File: src/hdl/pcs_pkg.sv
package pcs_pkg;
    // program counter, instruction word and phase count
    localparam int PC_W_MAX = 11;
    localparam int INSTR_W = 14;
    localparam int PHASES = 4;
    // apb address width and register indices; byte address is four times the index
    localparam int APB_AW = 8;
    localparam int STATUS_IDX = 1;
    localparam int CNT_LOW_IDX = 6;
    // status register field positions
    localparam int STAT_PHASE_LSB = 0;
    localparam int STAT_EXT_BIT = 2;
    localparam int STAT_TMR_BIT = 3;
    localparam int STAT_VALID_BIT = 4;
    // fixed vectors
    localparam logic [PC_W_MAX-1:0] VEC_RESET = 11'h000;
    localparam logic [PC_W_MAX-1:0] VEC_EXT = 11'h004;
    localparam logic [PC_W_MAX-1:0] VEC_TMR = 11'h008;
    // source of the next program counter value
    typedef enum logic [2:0] {
        SRC_SEQ, SRC_SKIP, SRC_LOW, SRC_JUMP, SRC_RET, SRC_EXT, SRC_TMR
    } pcs_src_t;

    function automatic logic [APB_AW-1:0] pcs_reg_addr(input int idx);
        pcs_reg_addr = APB_AW'(idx * 4);
    endfunction
endpackage

File: src/hdl/pcs_apb_slave.sv
`timescale 1ns/1ps
module pcs_apb_slave (
    // clock and reset
    input wire logic pclk,
    input wire logic presetn,
    // apb
    input wire logic psel,
    input wire logic penable,
    input wire logic pwrite,
    input wire logic [pcs_pkg::APB_AW-1:0] paddr,
    input wire logic [31:0] pwdata,
    output logic [31:0] prdata,
    output logic pready,
    output logic pslverr,
    // register side
    input wire logic [7:0] low_rd,
    input wire logic [7:0] stat_rd,
    output logic low_wr,
    output logic [7:0] low_wdata
);
    import pcs_pkg::*;

    logic hit_low;
    logic hit_stat;
    logic setup;

    // address decode
    assign hit_low = (paddr == pcs_reg_addr(CNT_LOW_IDX));
    assign hit_stat = (paddr == pcs_reg_addr(STATUS_IDX));
    assign setup = psel && !penable;

    // answer in the first cycle of the access phase, read data caught at setup
    always_ff @(posedge pclk or negedge presetn) begin
        if (!presetn) begin
            pready <= 1'b0;
            pslverr <= 1'b0;
            prdata <= 32'h0000_0000;
        end else begin
            pready <= setup;
            pslverr <= setup && !hit_low && !hit_stat;
            if (setup) begin
                prdata <= hit_low ? {24'h00_0000, low_rd} : hit_stat ? {24'h00_0000, stat_rd} : 32'h0000_0000;
            end
        end
    end

    // write takes effect at the completing edge only
    assign low_wr = psel && penable && pwrite && pready && hit_low;
    assign low_wdata = pwdata[7:0];
endmodule // pcs_apb_slave

File: src/hdl/pcs_phase_gen.sv
`timescale 1ns/1ps
module pcs_phase_gen #(
    parameter int PHASES_P = pcs_pkg::PHASES
) (
    // clock and reset
    input wire logic pclk,
    input wire logic presetn,
    // phase outputs
    output logic [PHASES_P-1:0] phase_q,
    output logic cycle_end
);
    import pcs_pkg::*;

    generate
        if (PHASES_P < 2) begin : g_bad
            $error("pcs_phase_gen needs at least two phases");
        end
    endgenerate

    // one-hot ring: phases can never overlap
    always_ff @(posedge pclk or negedge presetn) begin
        if (!presetn) begin
            phase_q <= PHASES_P'(1);
        end else begin
            phase_q <= {phase_q[PHASES_P-2:0], phase_q[PHASES_P-1]};
        end
    end

    // last phase closes the instruction cycle
    assign cycle_end = phase_q[PHASES_P-1];
endmodule // pcs_phase_gen

File: src/hdl/pcs_sequencer.sv
// Added by the designer: the APB interface to the registers.
`timescale 1ns/1ps
module pcs_sequencer #(
    parameter int PC_W = pcs_pkg::PC_W_MAX
) (
    // clock and reset
    input wire logic pclk,
    input wire logic presetn,
    // apb register port
    input wire logic psel,
    input wire logic penable,
    input wire logic pwrite,
    input wire logic [pcs_pkg::APB_AW-1:0] paddr,
    input wire logic [31:0] pwdata,
    output logic [31:0] prdata,
    output logic pready,
    output logic pslverr,
    // program memory
    output logic [PC_W-1:0] imem_addr,
    input wire logic [pcs_pkg::INSTR_W-1:0] imem_data,
    // decoder
    output logic [pcs_pkg::PHASES-1:0] phase_q,
    output logic [pcs_pkg::INSTR_W-1:0] instr_q,
    output logic instr_valid_q,
    input wire logic dec_jump,
    input wire logic dec_call,
    input wire logic dec_ret,
    input wire logic dec_skip,
    input wire logic [pcs_pkg::PC_W_MAX-1:0] dec_target,
    // return stack
    input wire logic [pcs_pkg::PC_W_MAX-1:0] stack_top,
    input wire logic stack_full,
    output logic push_q,
    output logic [PC_W-1:0] push_addr_q,
    output logic pop_q,
    // interrupt requests
    input wire logic int_en,
    input wire logic int_ext_req,
    input wire logic int_tmr_req,
    output logic ack_ext_q,
    output logic ack_tmr_q
);
    import pcs_pkg::*;

    generate
        if (PC_W < 9 || PC_W > PC_W_MAX) begin : g_bad_width
            $error("pcs_sequencer supports a counter of 9 to 11 bits");
        end
    endgenerate

    // wrapping increment within the implemented range
    function automatic logic [PC_W-1:0] pc_inc(input logic [PC_W-1:0] v);
        pc_inc = v + 1'b1;
    endfunction

    logic cycle_end;
    logic [PC_W-1:0] pc_q;
    logic [PC_W-1:0] pc_d;
    logic low_pend_q;
    logic [7:0] low_val_q;
    logic low_wr;
    logic [7:0] low_wdata;
    logic ext_pend_q;
    logic tmr_pend_q;
    logic int_ok;
    logic flush;
    logic [7:0] stat_rd;
    logic [1:0] phase_idx;
    pcs_src_t src;

    // phase ring
    pcs_phase_gen #(
        .PHASES_P(PHASES)
    ) u_phase (
        .pclk(pclk),
        .presetn(presetn),
        .phase_q(phase_q),
        .cycle_end(cycle_end)
    );

    // register port
    pcs_apb_slave u_apb (
        .pclk(pclk),
        .presetn(presetn),
        .psel(psel),
        .penable(penable),
        .pwrite(pwrite),
        .paddr(paddr),
        .pwdata(pwdata),
        .prdata(prdata),
        .pready(pready),
        .pslverr(pslverr),
        .low_rd(pc_q[7:0]),
        .stat_rd(stat_rd),
        .low_wr(low_wr),
        .low_wdata(low_wdata)
    );

    // status view of the sequencer
    assign phase_idx = phase_q[3] ? 2'h3 : phase_q[2] ? 2'h2 : phase_q[1] ? 2'h1 : 2'h0;
    always_comb begin
        stat_rd = 8'h00;
        stat_rd[STAT_PHASE_LSB +: 2] = phase_idx;
        stat_rd[STAT_EXT_BIT] = ext_pend_q;
        stat_rd[STAT_TMR_BIT] = tmr_pend_q;
        stat_rd[STAT_VALID_BIT] = instr_valid_q;
    end

    // interrupts wait while the stack is full or a dummy cycle runs
    // a dummy cycle already replaces a word, so vectoring waits for a real one
    assign int_ok = int_en && !stack_full && instr_valid_q;

    // next counter source; a pending low byte write wins over the decoder
    assign src = low_pend_q ? SRC_LOW :
                 (instr_valid_q && (dec_jump || dec_call)) ? SRC_JUMP :
                 (instr_valid_q && dec_ret) ? SRC_RET :
                 (instr_valid_q && dec_skip) ? SRC_SKIP :
                 (int_ok && ext_pend_q) ? SRC_EXT :
                 (int_ok && tmr_pend_q) ? SRC_TMR : SRC_SEQ;
    assign flush = (src != SRC_SEQ);

    // next counter value
    always_comb begin
        case (src)
            SRC_SEQ: pc_d = pc_inc(pc_q);
            SRC_SKIP: pc_d = pc_inc(pc_q);
            SRC_LOW: pc_d = {pc_q[PC_W-1:8], low_val_q};
            SRC_JUMP: pc_d = dec_target[PC_W-1:0];
            SRC_RET: pc_d = stack_top[PC_W-1:0];
            SRC_EXT: pc_d = VEC_EXT[PC_W-1:0];
            SRC_TMR: pc_d = VEC_TMR[PC_W-1:0];
            default: pc_d = pc_inc(pc_q);
        endcase
    end

    // counter moves only at the end of an instruction cycle
    always_ff @(posedge pclk or negedge presetn) begin
        if (!presetn) begin
            pc_q <= VEC_RESET[PC_W-1:0];
        end else if (cycle_end) begin
            pc_q <= pc_d;
        end
    end
    assign imem_addr = pc_q;

    // fetch pipe; a flushed prefetch becomes the dummy cycle
    always_ff @(posedge pclk or negedge presetn) begin
        if (!presetn) begin
            instr_q <= '0;
            instr_valid_q <= 1'b0;
        end else if (cycle_end) begin
            instr_q <= imem_data;
            instr_valid_q <= !flush;
        end
    end

    // low byte write held until the cycle boundary; a new write wins
    // limitation: two writes inside one cycle apply only the later value
    always_ff @(posedge pclk or negedge presetn) begin
        if (!presetn) begin
            low_pend_q <= 1'b0;
            low_val_q <= 8'h00;
        end else if (low_wr) begin
            low_pend_q <= 1'b1;
            low_val_q <= low_wdata;
        end else if (cycle_end) begin
            low_pend_q <= 1'b0;
        end
    end

    // pending interrupts: a request in the ack cycle is not lost
    always_ff @(posedge pclk or negedge presetn) begin
        if (!presetn) begin
            ext_pend_q <= 1'b0;
            tmr_pend_q <= 1'b0;
        end else begin
            ext_pend_q <= int_ext_req || (ext_pend_q && !(cycle_end && src == SRC_EXT));
            tmr_pend_q <= int_tmr_req || (tmr_pend_q && !(cycle_end && src == SRC_TMR));
        end
    end

    // stack strobes: the return address is the discarded prefetch
    always_ff @(posedge pclk or negedge presetn) begin
        if (!presetn) begin
            push_q <= 1'b0;
            pop_q <= 1'b0;
            push_addr_q <= '0;
            ack_ext_q <= 1'b0;
            ack_tmr_q <= 1'b0;
        end else begin
            push_q <= cycle_end && ((src == SRC_JUMP && dec_call) || src == SRC_EXT || src == SRC_TMR);
            pop_q <= cycle_end && src == SRC_RET;
            ack_ext_q <= cycle_end && src == SRC_EXT;
            ack_tmr_q <= cycle_end && src == SRC_TMR;
            if (cycle_end) begin
                push_addr_q <= pc_q;
            end
        end
    end

    // checks
    AST_PHASE_ONEHOT: assert property (@(posedge pclk) disable iff (!presetn)
        $onehot(phase_q)) else $error("phases overlap or vanish");

    AST_CYCLE_FOUR: assert property (@(posedge pclk) disable iff (!presetn)
        cycle_end |=> (!cycle_end)[*3] ##1 cycle_end) else $error("cycle is not four clocks");

    AST_FETCH_PIPE: assert property (@(posedge pclk) disable iff (!presetn)
        (cycle_end && !flush) |=> instr_valid_q && instr_q == $past(imem_data))
        else $error("fetched word not passed to decode");

    AST_TRANSFER_DUMMY: assert property (@(posedge pclk) disable iff (!presetn)
        (cycle_end && flush) |=> (!instr_valid_q)[*4] ##1 instr_valid_q)
        else $error("transfer without exactly one dummy cycle");

    AST_SEQ_INC: assert property (@(posedge pclk) disable iff (!presetn)
        (cycle_end && src == SRC_SEQ) |=> pc_q == pc_inc($past(pc_q)))
        else $error("sequential fetch did not add one");

    AST_SKIP_PLUS2: assert property (@(posedge pclk) disable iff (!presetn)
        (cycle_end && src == SRC_SKIP) |=> ##4 instr_valid_q && pc_q == pc_inc(pc_inc($past(pc_q, 5))))
        else $error("skip did not resume two past the skipped word");

    AST_LOW_WRITE: assert property (@(posedge pclk) disable iff (!presetn)
        (cycle_end && src == SRC_LOW) |=> pc_q[7:0] == $past(low_val_q) && pc_q[PC_W-1:8] == $past(pc_q[PC_W-1:8]))
        else $error("low byte write left its page");

    AST_VECTOR: assert property (@(posedge pclk) disable iff (!presetn)
        (cycle_end && (src == SRC_EXT || src == SRC_TMR))
        |=> pc_q == ((ack_ext_q ? VEC_EXT[PC_W-1:0] : VEC_TMR[PC_W-1:0])) && push_q)
        else $error("wrong interrupt vector");

    AST_JUMP_RET: assert property (@(posedge pclk) disable iff (!presetn)
        (cycle_end && (src == SRC_JUMP || src == SRC_RET))
        |=> pc_q == ($past(src == SRC_RET) ? $past(stack_top[PC_W-1:0]) : $past(dec_target[PC_W-1:0])))
        else $error("jump or return loaded wrong address");

    AST_FULL_HOLD: assert property (@(posedge pclk) disable iff (!presetn)
        (cycle_end && stack_full) |-> src != SRC_EXT && src != SRC_TMR)
        else $error("interrupt taken with full stack");

    AST_PUSH_ADDR: assert property (@(posedge pclk) disable iff (!presetn)
        (cycle_end && (src == SRC_EXT || src == SRC_TMR || (src == SRC_JUMP && dec_call)))
        |=> push_q && push_addr_q == $past(pc_q))
        else $error("return address is not the discarded prefetch");

    AST_RET_POP: assert property (@(posedge pclk) disable iff (!presetn)
        (cycle_end && src == SRC_RET) |=> pop_q && !push_q)
        else $error("return did not pop the stack");

    AST_PC_STILL: assert property (@(posedge pclk) disable iff (!presetn)
        !cycle_end |=> $stable(pc_q))
        else $error("counter moved inside an instruction cycle");

    AST_INSTR_STILL: assert property (@(posedge pclk) disable iff (!presetn)
        !cycle_end |=> $stable(instr_q) && $stable(instr_valid_q))
        else $error("decode word changed inside an instruction cycle");

    AST_EXT_HELD: assert property (@(posedge pclk) disable iff (!presetn)
        (ext_pend_q && !(cycle_end && src == SRC_EXT)) |=> ext_pend_q)
        else $error("pending external request lost");

    AST_TMR_HELD: assert property (@(posedge pclk) disable iff (!presetn)
        (tmr_pend_q && !(cycle_end && src == SRC_TMR)) |=> tmr_pend_q)
        else $error("pending timer request lost");

    AST_ACK_ONE: assert property (@(posedge pclk) disable iff (!presetn)
        (ack_ext_q || ack_tmr_q) |=> !ack_ext_q && !ack_tmr_q && !push_q)
        else $error("vector strobe longer than one clock");

    AST_LOW_TAKEN: assert property (@(posedge pclk) disable iff (!presetn)
        low_wr |=> low_pend_q && low_val_q == $past(low_wdata))
        else $error("low byte write not held for the cycle end");

    AST_READY_ONE: assert property (@(posedge pclk) disable iff (!presetn)
        pready |=> !pready)
        else $error("register answer longer than one clock");

    AST_VALID_RESUME: assert property (@(posedge pclk) disable iff (!presetn)
        (cycle_end && !instr_valid_q && !low_pend_q) |=> instr_valid_q)
        else $error("dummy cycle lasted more than one cycle");

    AST_INT_GATED: assert property (@(posedge pclk) disable iff (!presetn)
        (cycle_end && (src == SRC_EXT || src == SRC_TMR)) |-> int_en && instr_valid_q)
        else $error("interrupt taken while disabled or in a dummy cycle");

    // main scenarios worth reaching
    COV_SKIP: cover property (@(posedge pclk) disable iff (!presetn) cycle_end && src == SRC_SKIP);
    COV_CALL_RET: cover property (@(posedge pclk) disable iff (!presetn) push_q ##[1:40] pop_q);
    COV_HELD_INT: cover property (@(posedge pclk) disable iff (!presetn) ext_pend_q && stack_full ##[1:40] ack_ext_q);
    COV_LOW_WRITE: cover property (@(posedge pclk) disable iff (!presetn) cycle_end && src == SRC_LOW);
    COV_TMR_VECTOR: cover property (@(posedge pclk) disable iff (!presetn) ack_tmr_q);
endmodule // pcs_sequencer

File: config.mk
export PLATFORM = sky130hd
export DESIGN_NAME = pcs_sequencer
export DESIGN_NICKNAME = d
export VERILOG_FILES = /design/src/hdl/pcs_pkg.sv /design/src/hdl/pcs_apb_slave.sv /design/src/hdl/pcs_phase_gen.sv /design/src/hdl/pcs_sequencer.sv
export SDC_FILE = /design/constraint.sdc
export NUM_CORES = 1
export LEC_CHECK = 0
export BUFFER_PORTS_ARGS = -buffer_cell sky130_fd_sc_hd__buf_4
export CAP_MARGIN = 20
export CORE_UTILIZATION = 35
export CTS_CLUSTER_DIAMETER = 100
export CTS_CLUSTER_SIZE = 12
export DETAILED_ROUTE_END_ITERATION = 10
export HOLD_SLACK_MARGIN = 0.02
export PLACE_DENSITY = 0.66
export SLEW_MARGIN = 20
export SYNTH_ARGS = -nofsm -noshare
export SYNTH_HDL_FRONTEND = slang
export SYNTH_HIERARCHICAL = 1
export SYNTH_SLANG_ARGS = --single-unit
File: constraint.sdc
create_clock -name pclk -period 1.65 [get_ports pclk]
set_input_delay 0.2475 -clock pclk [delete_from_list [all_inputs] [get_ports pclk]]
set_output_delay 0.2475 -clock pclk [all_outputs]
set_load 0.02 [all_outputs]
==> out/results.tsv <==
stage	metric	value	unit
run_status	status	finished, violations left	
run_status	violations	negative setup slack	
power_and_ir_drop	power_switching	786	µW
grt	antenna_found_initial	0	
placed_design	routabilityCongestion	0.809	
critical_path	startpoint_type	flip-flop	
die	die_h	99.9	µm
die	start_util	36.3	%
timing	setup_viol	9	
drt	totalWireLength	9210	µm
clock_network	cts_buffers	9	
logic_synthesis	synth_async_sr_flop_share	100	%
clock_network	clock_latency	340	ps
logic_synthesis	synthFlopType	dfrtp_1	
grt	grt_overflow	0	
timing	max_freq	587	MHz
finish	num_antenna_cells	0	
drt	post_drt_wl_per_cell	15.4	µm
timing	timing.final.crit_period	1700	ps
clock_network	cts_num_sinks	66	
power_and_ir_drop	p_per_area	645	nW/µm²
timing	whs	103	ps
hold_path	hold_path_class	in -> reg	
placed_design	place_inst	568	
logic_synthesis	synth_edf_count	0	
die	dieArea	9980	µm²
drt	ant_nets	0	
die	fp.coreArea	9240	µm²
clock_network	h-tree-depth	3	
drt	drtIter0Drc	94	
logic_synthesis	syn-mean-instance-area	11.2	µm²
timing	slew_violations	0	
clock_network	clkTransAtPathRegs	70	ps
critical_path	reg2reg_depth	5	
timing	timing.final.crit_share	103	%
power_and_ir_drop	p_leak	2.52	nW
power_and_ir_drop	seqPwrFrac	50.5	%
timing	rsz0062_at_grt	true	
job	drv_cap	0	
finish	post-route-cell-area	4980	µm²
drt	first_pass_iters	4	
placed_design	port_buffers	119	
finish	drive_gt1_share	54.1	%
clock_network	clock_path_buffers	2	
die	ios	168	
critical_path	cp.arrival	1930	ps
logic_synthesis	netlist_area	3350	µm²
critical_path	worstReg2RegEnd	imem_addr[4]$_DFFE_PN0P_	
timing	hold_viol_final	0	
drt	vias	2885	
power_and_ir_drop	power_switching_share	24.5	%
critical_path	worst_setup_path_end_kind	flip-flop	
drt	drc	0	
timing	finClkSkew	7.54	ps
hold_path	whs_path_depth	2	
finish	final_nets	553	
logic_synthesis	ys_ff_latch	66	
timing	fin_ws	-53.1	ps
logic_synthesis	synth_seq_area_share	49.3	%
finish	syn_to_final_growth	48.6	%
power_and_ir_drop	power_frac_comb	11.8	%
grt	track_usage	19.2	%
critical_path	critPathKind	reg -> reg	
timing	finalSetupTns	-225	ps
logic_synthesis	syn_inst	300	
die	die_x	99.9	µm
grt	grt_start_max_net_pins	30	
power_and_ir_drop	internal_power	2.43	mW
grt	grt_pass1_vias	2933	
power_and_ir_drop	ir_drop	0.336	mV
placed_design	hpwl	6750	µm
clock_network	cts_tree	done	
placed_design	dpl-instance-area	4600	µm²
drt	post_drt_via_cell_ratio	4.83	
critical_path	cp_max_fo	7	
clock_network	cts-root-buf	clkbuf_8	
finish	layout.cells.non_filler	597	
die	floorplan.rows	35	
logic_synthesis	yosysWarnings	6	
power_and_ir_drop	p_clk_share	37.7	%
grt	grt_pass1_wl	14600	µm
hold_path	hold_path_startpoint	int_ext_req	
logic_synthesis	yosysUniqueCellTypes	60	
hold_path	min_to	ext_pend_q$_DFF_PN0_	
critical_path	rrSetupSlack	-50	ps
critical_path	cp.required	1880	ps
critical_path	timing.rr.start	instr_valid_q$_DFFE_PN0P_	
-- cell type report --
class	count	area, µm²
clock inverters	3	15.0
fillers	813	4260
flip-flops and latches	66	1660
well taps	129	161
inverters	13	48.8
repair buffers	173	1330
clock buffers	13	159
multi-input cells	200	1620
-- routing by layer --
layer,vias to the layer above,track usage [%],wire [µm]
met4,0,7.01,174
met1,1424,24.3,4000
met3,14,3.83,403
met2,92,32.6,4630
li1,1355,-,-
met5,-,0,0
-- synth_stat cells (2+ instances only) --
| cell type | count | area [µm²] |
|---|---|---|
| a211o_1 | 2 | 17.5 |
| a21o_1 | 2 | 15.0 |
| a21oi_1 | 5 | 25.0 |
| a221o_1 | 10 | 100 |
| a221oi_1 | 4 | 35.0 |
| a222oi_1 | 3 | 30.0 |
| a22oi_1 | 2 | 15.0 |
| and2_0 | 8 | 50.1 |
| and2_1 | 2 | 12.5 |
| and3_1 | 3 | 18.8 |
| buf_4 | 33 | 248 |
| clkbuf_1 | 12 | 45.0 |
| conb_1 | 2 | 7.51 |
| dfrtp_1 | 65 | 1630 |
| inv_1 | 13 | 48.8 |
| mux2_2 | 31 | 349 |
| mux2i_1 | 2 | 20.0 |
| nand2_1 | 16 | 60.1 |
| nand2b_1 | 5 | 31.3 |
| nand3_1 | 7 | 35.0 |
| nand4_1 | 2 | 12.5 |
| nor2_1 | 11 | 41.3 |
| nor3_1 | 2 | 10.0 |
| nor4_1 | 5 | 31.3 |
| nor4b_1 | 2 | 17.5 |
| o21a_1 | 5 | 37.5 |
| o21ai_0 | 7 | 35.0 |
| o21ai_1 | 5 | 25.0 |
| o21ai_2 | 2 | 17.5 |
| or2_2 | 2 | 12.5 |
-- power by group through the flow --
stage               clock network [mW]  logic [mW]  registers, mW
floorplan                            0       0.179           1.66
global placement                     0       0.340           1.65
detailed placement                   0       0.346           1.65
CTS                               1.26       0.373           1.62
global route                      1.35       0.411           1.62
finish                            1.21       0.378           1.62
-- critical path: stages, from the launching register on --
cell and delay, ps:
dfrtp_2 450, and3b_4 260, nand4_4 120, o2111ai_4 360, nor4b_1 110, a211o_1 280
-- logic make-up (layout without fill, tap and decap cells) --
group | after synthesis | after routing | synth area share, %
simple gates | 76 | 76 | 13.4
other cells | 2 | 27 | 0.224
buf+inv | 60 | 202 | 10.7
compound gates | 62 | 63 | 15.0
fa+ha+maj | 1 | 1 | 0.373
mux | 33 | 33 | 11.0
flops | 66 | 66 | 49.3
-- worst max-delay path by stage --
stage | to | start | depth (start not counted)
finish | imem_addr[4]$_DFFE_PN0P_ | instr_valid_q$_DFFE_PN0P_ | 5
global route | imem_addr[3]$_DFFE_PN0P_ | instr_valid_q$_DFFE_PN0P_ | 6
CTS | imem_addr[4]$_DFFE_PN0P_ | instr_valid_q$_DFFE_PN0P_ | 7
detailed placement | low_val_q[0]$_DFFE_PN0P_ | paddr[5] | 5
global placement | low_val_q[0]$_DFFE_PN0P_ | paddr[5] | 5
floorplan | low_val_q[0]$_DFFE_PN0P_ | paddr[5] | 4
-- through the flow --
| stage | total power, mW | utilization, % | setup slack (ps) |
|---|---|---|---|
| floorplan | 1.84 | - | -125 |
| global placement | 1.99 | 49.7 | -241 |
| detailed placement | 2.00 | 49.7 | -269 |
| CTS | 3.26 | 53.3 | -32.6 |
| global route | 3.39 | 53.9 | -155 |
| finish | 3.22 | 53.9 | -53.1 |
-- state kept, by name (all words and copies together) (netlist names) --
signal / flops
pop_q: 1
tmr_pend_q: 1
ack_ext_q: 1
imem_addr: 11
low_val_q: 8
u_apb/prdata: 8
instr_q: 14
ack_tmr_q: 1
instr_valid_q: 1
u_phase/phase_q: 4
ext_pend_q: 1
low_pend_q: 1
push_q: 1
push_addr_q: 11
u_apb/pslverr: 1
u_apb/pready: 1
-- timing repair --
| item | CTS | global route |
|---|---|---|
| endpoints found under the setup margin | 11 | 11 |
| buffers inserted | 9 | 3 |
| endpoints found under the hold margin | 27 | 0 |
| hold buffers | 1 | 0 |
| cloned | 1 | 0 |
| pin swaps | 5 | 4 |
| gates resized for setup | 12 | 10 |
-- cell usage in the layout (no fill, tap or decap), types with 4 or more instances in the layout --
master    count
and2_0        8
dfrtp_1      62
o21a_1        5
o21ai_0       5
clkbuf_8     11
nand2_1      15
nor2_1       10
nand3_1       5
buf_4       168
a221o_1      10
o21ai_1       4
mux2_2       24
nand2b_1      5
inv_1        13
conb_1       27
a21oi_1       4
mux2_4        7
Note: power is estimated with default switching activity, not from simulation.
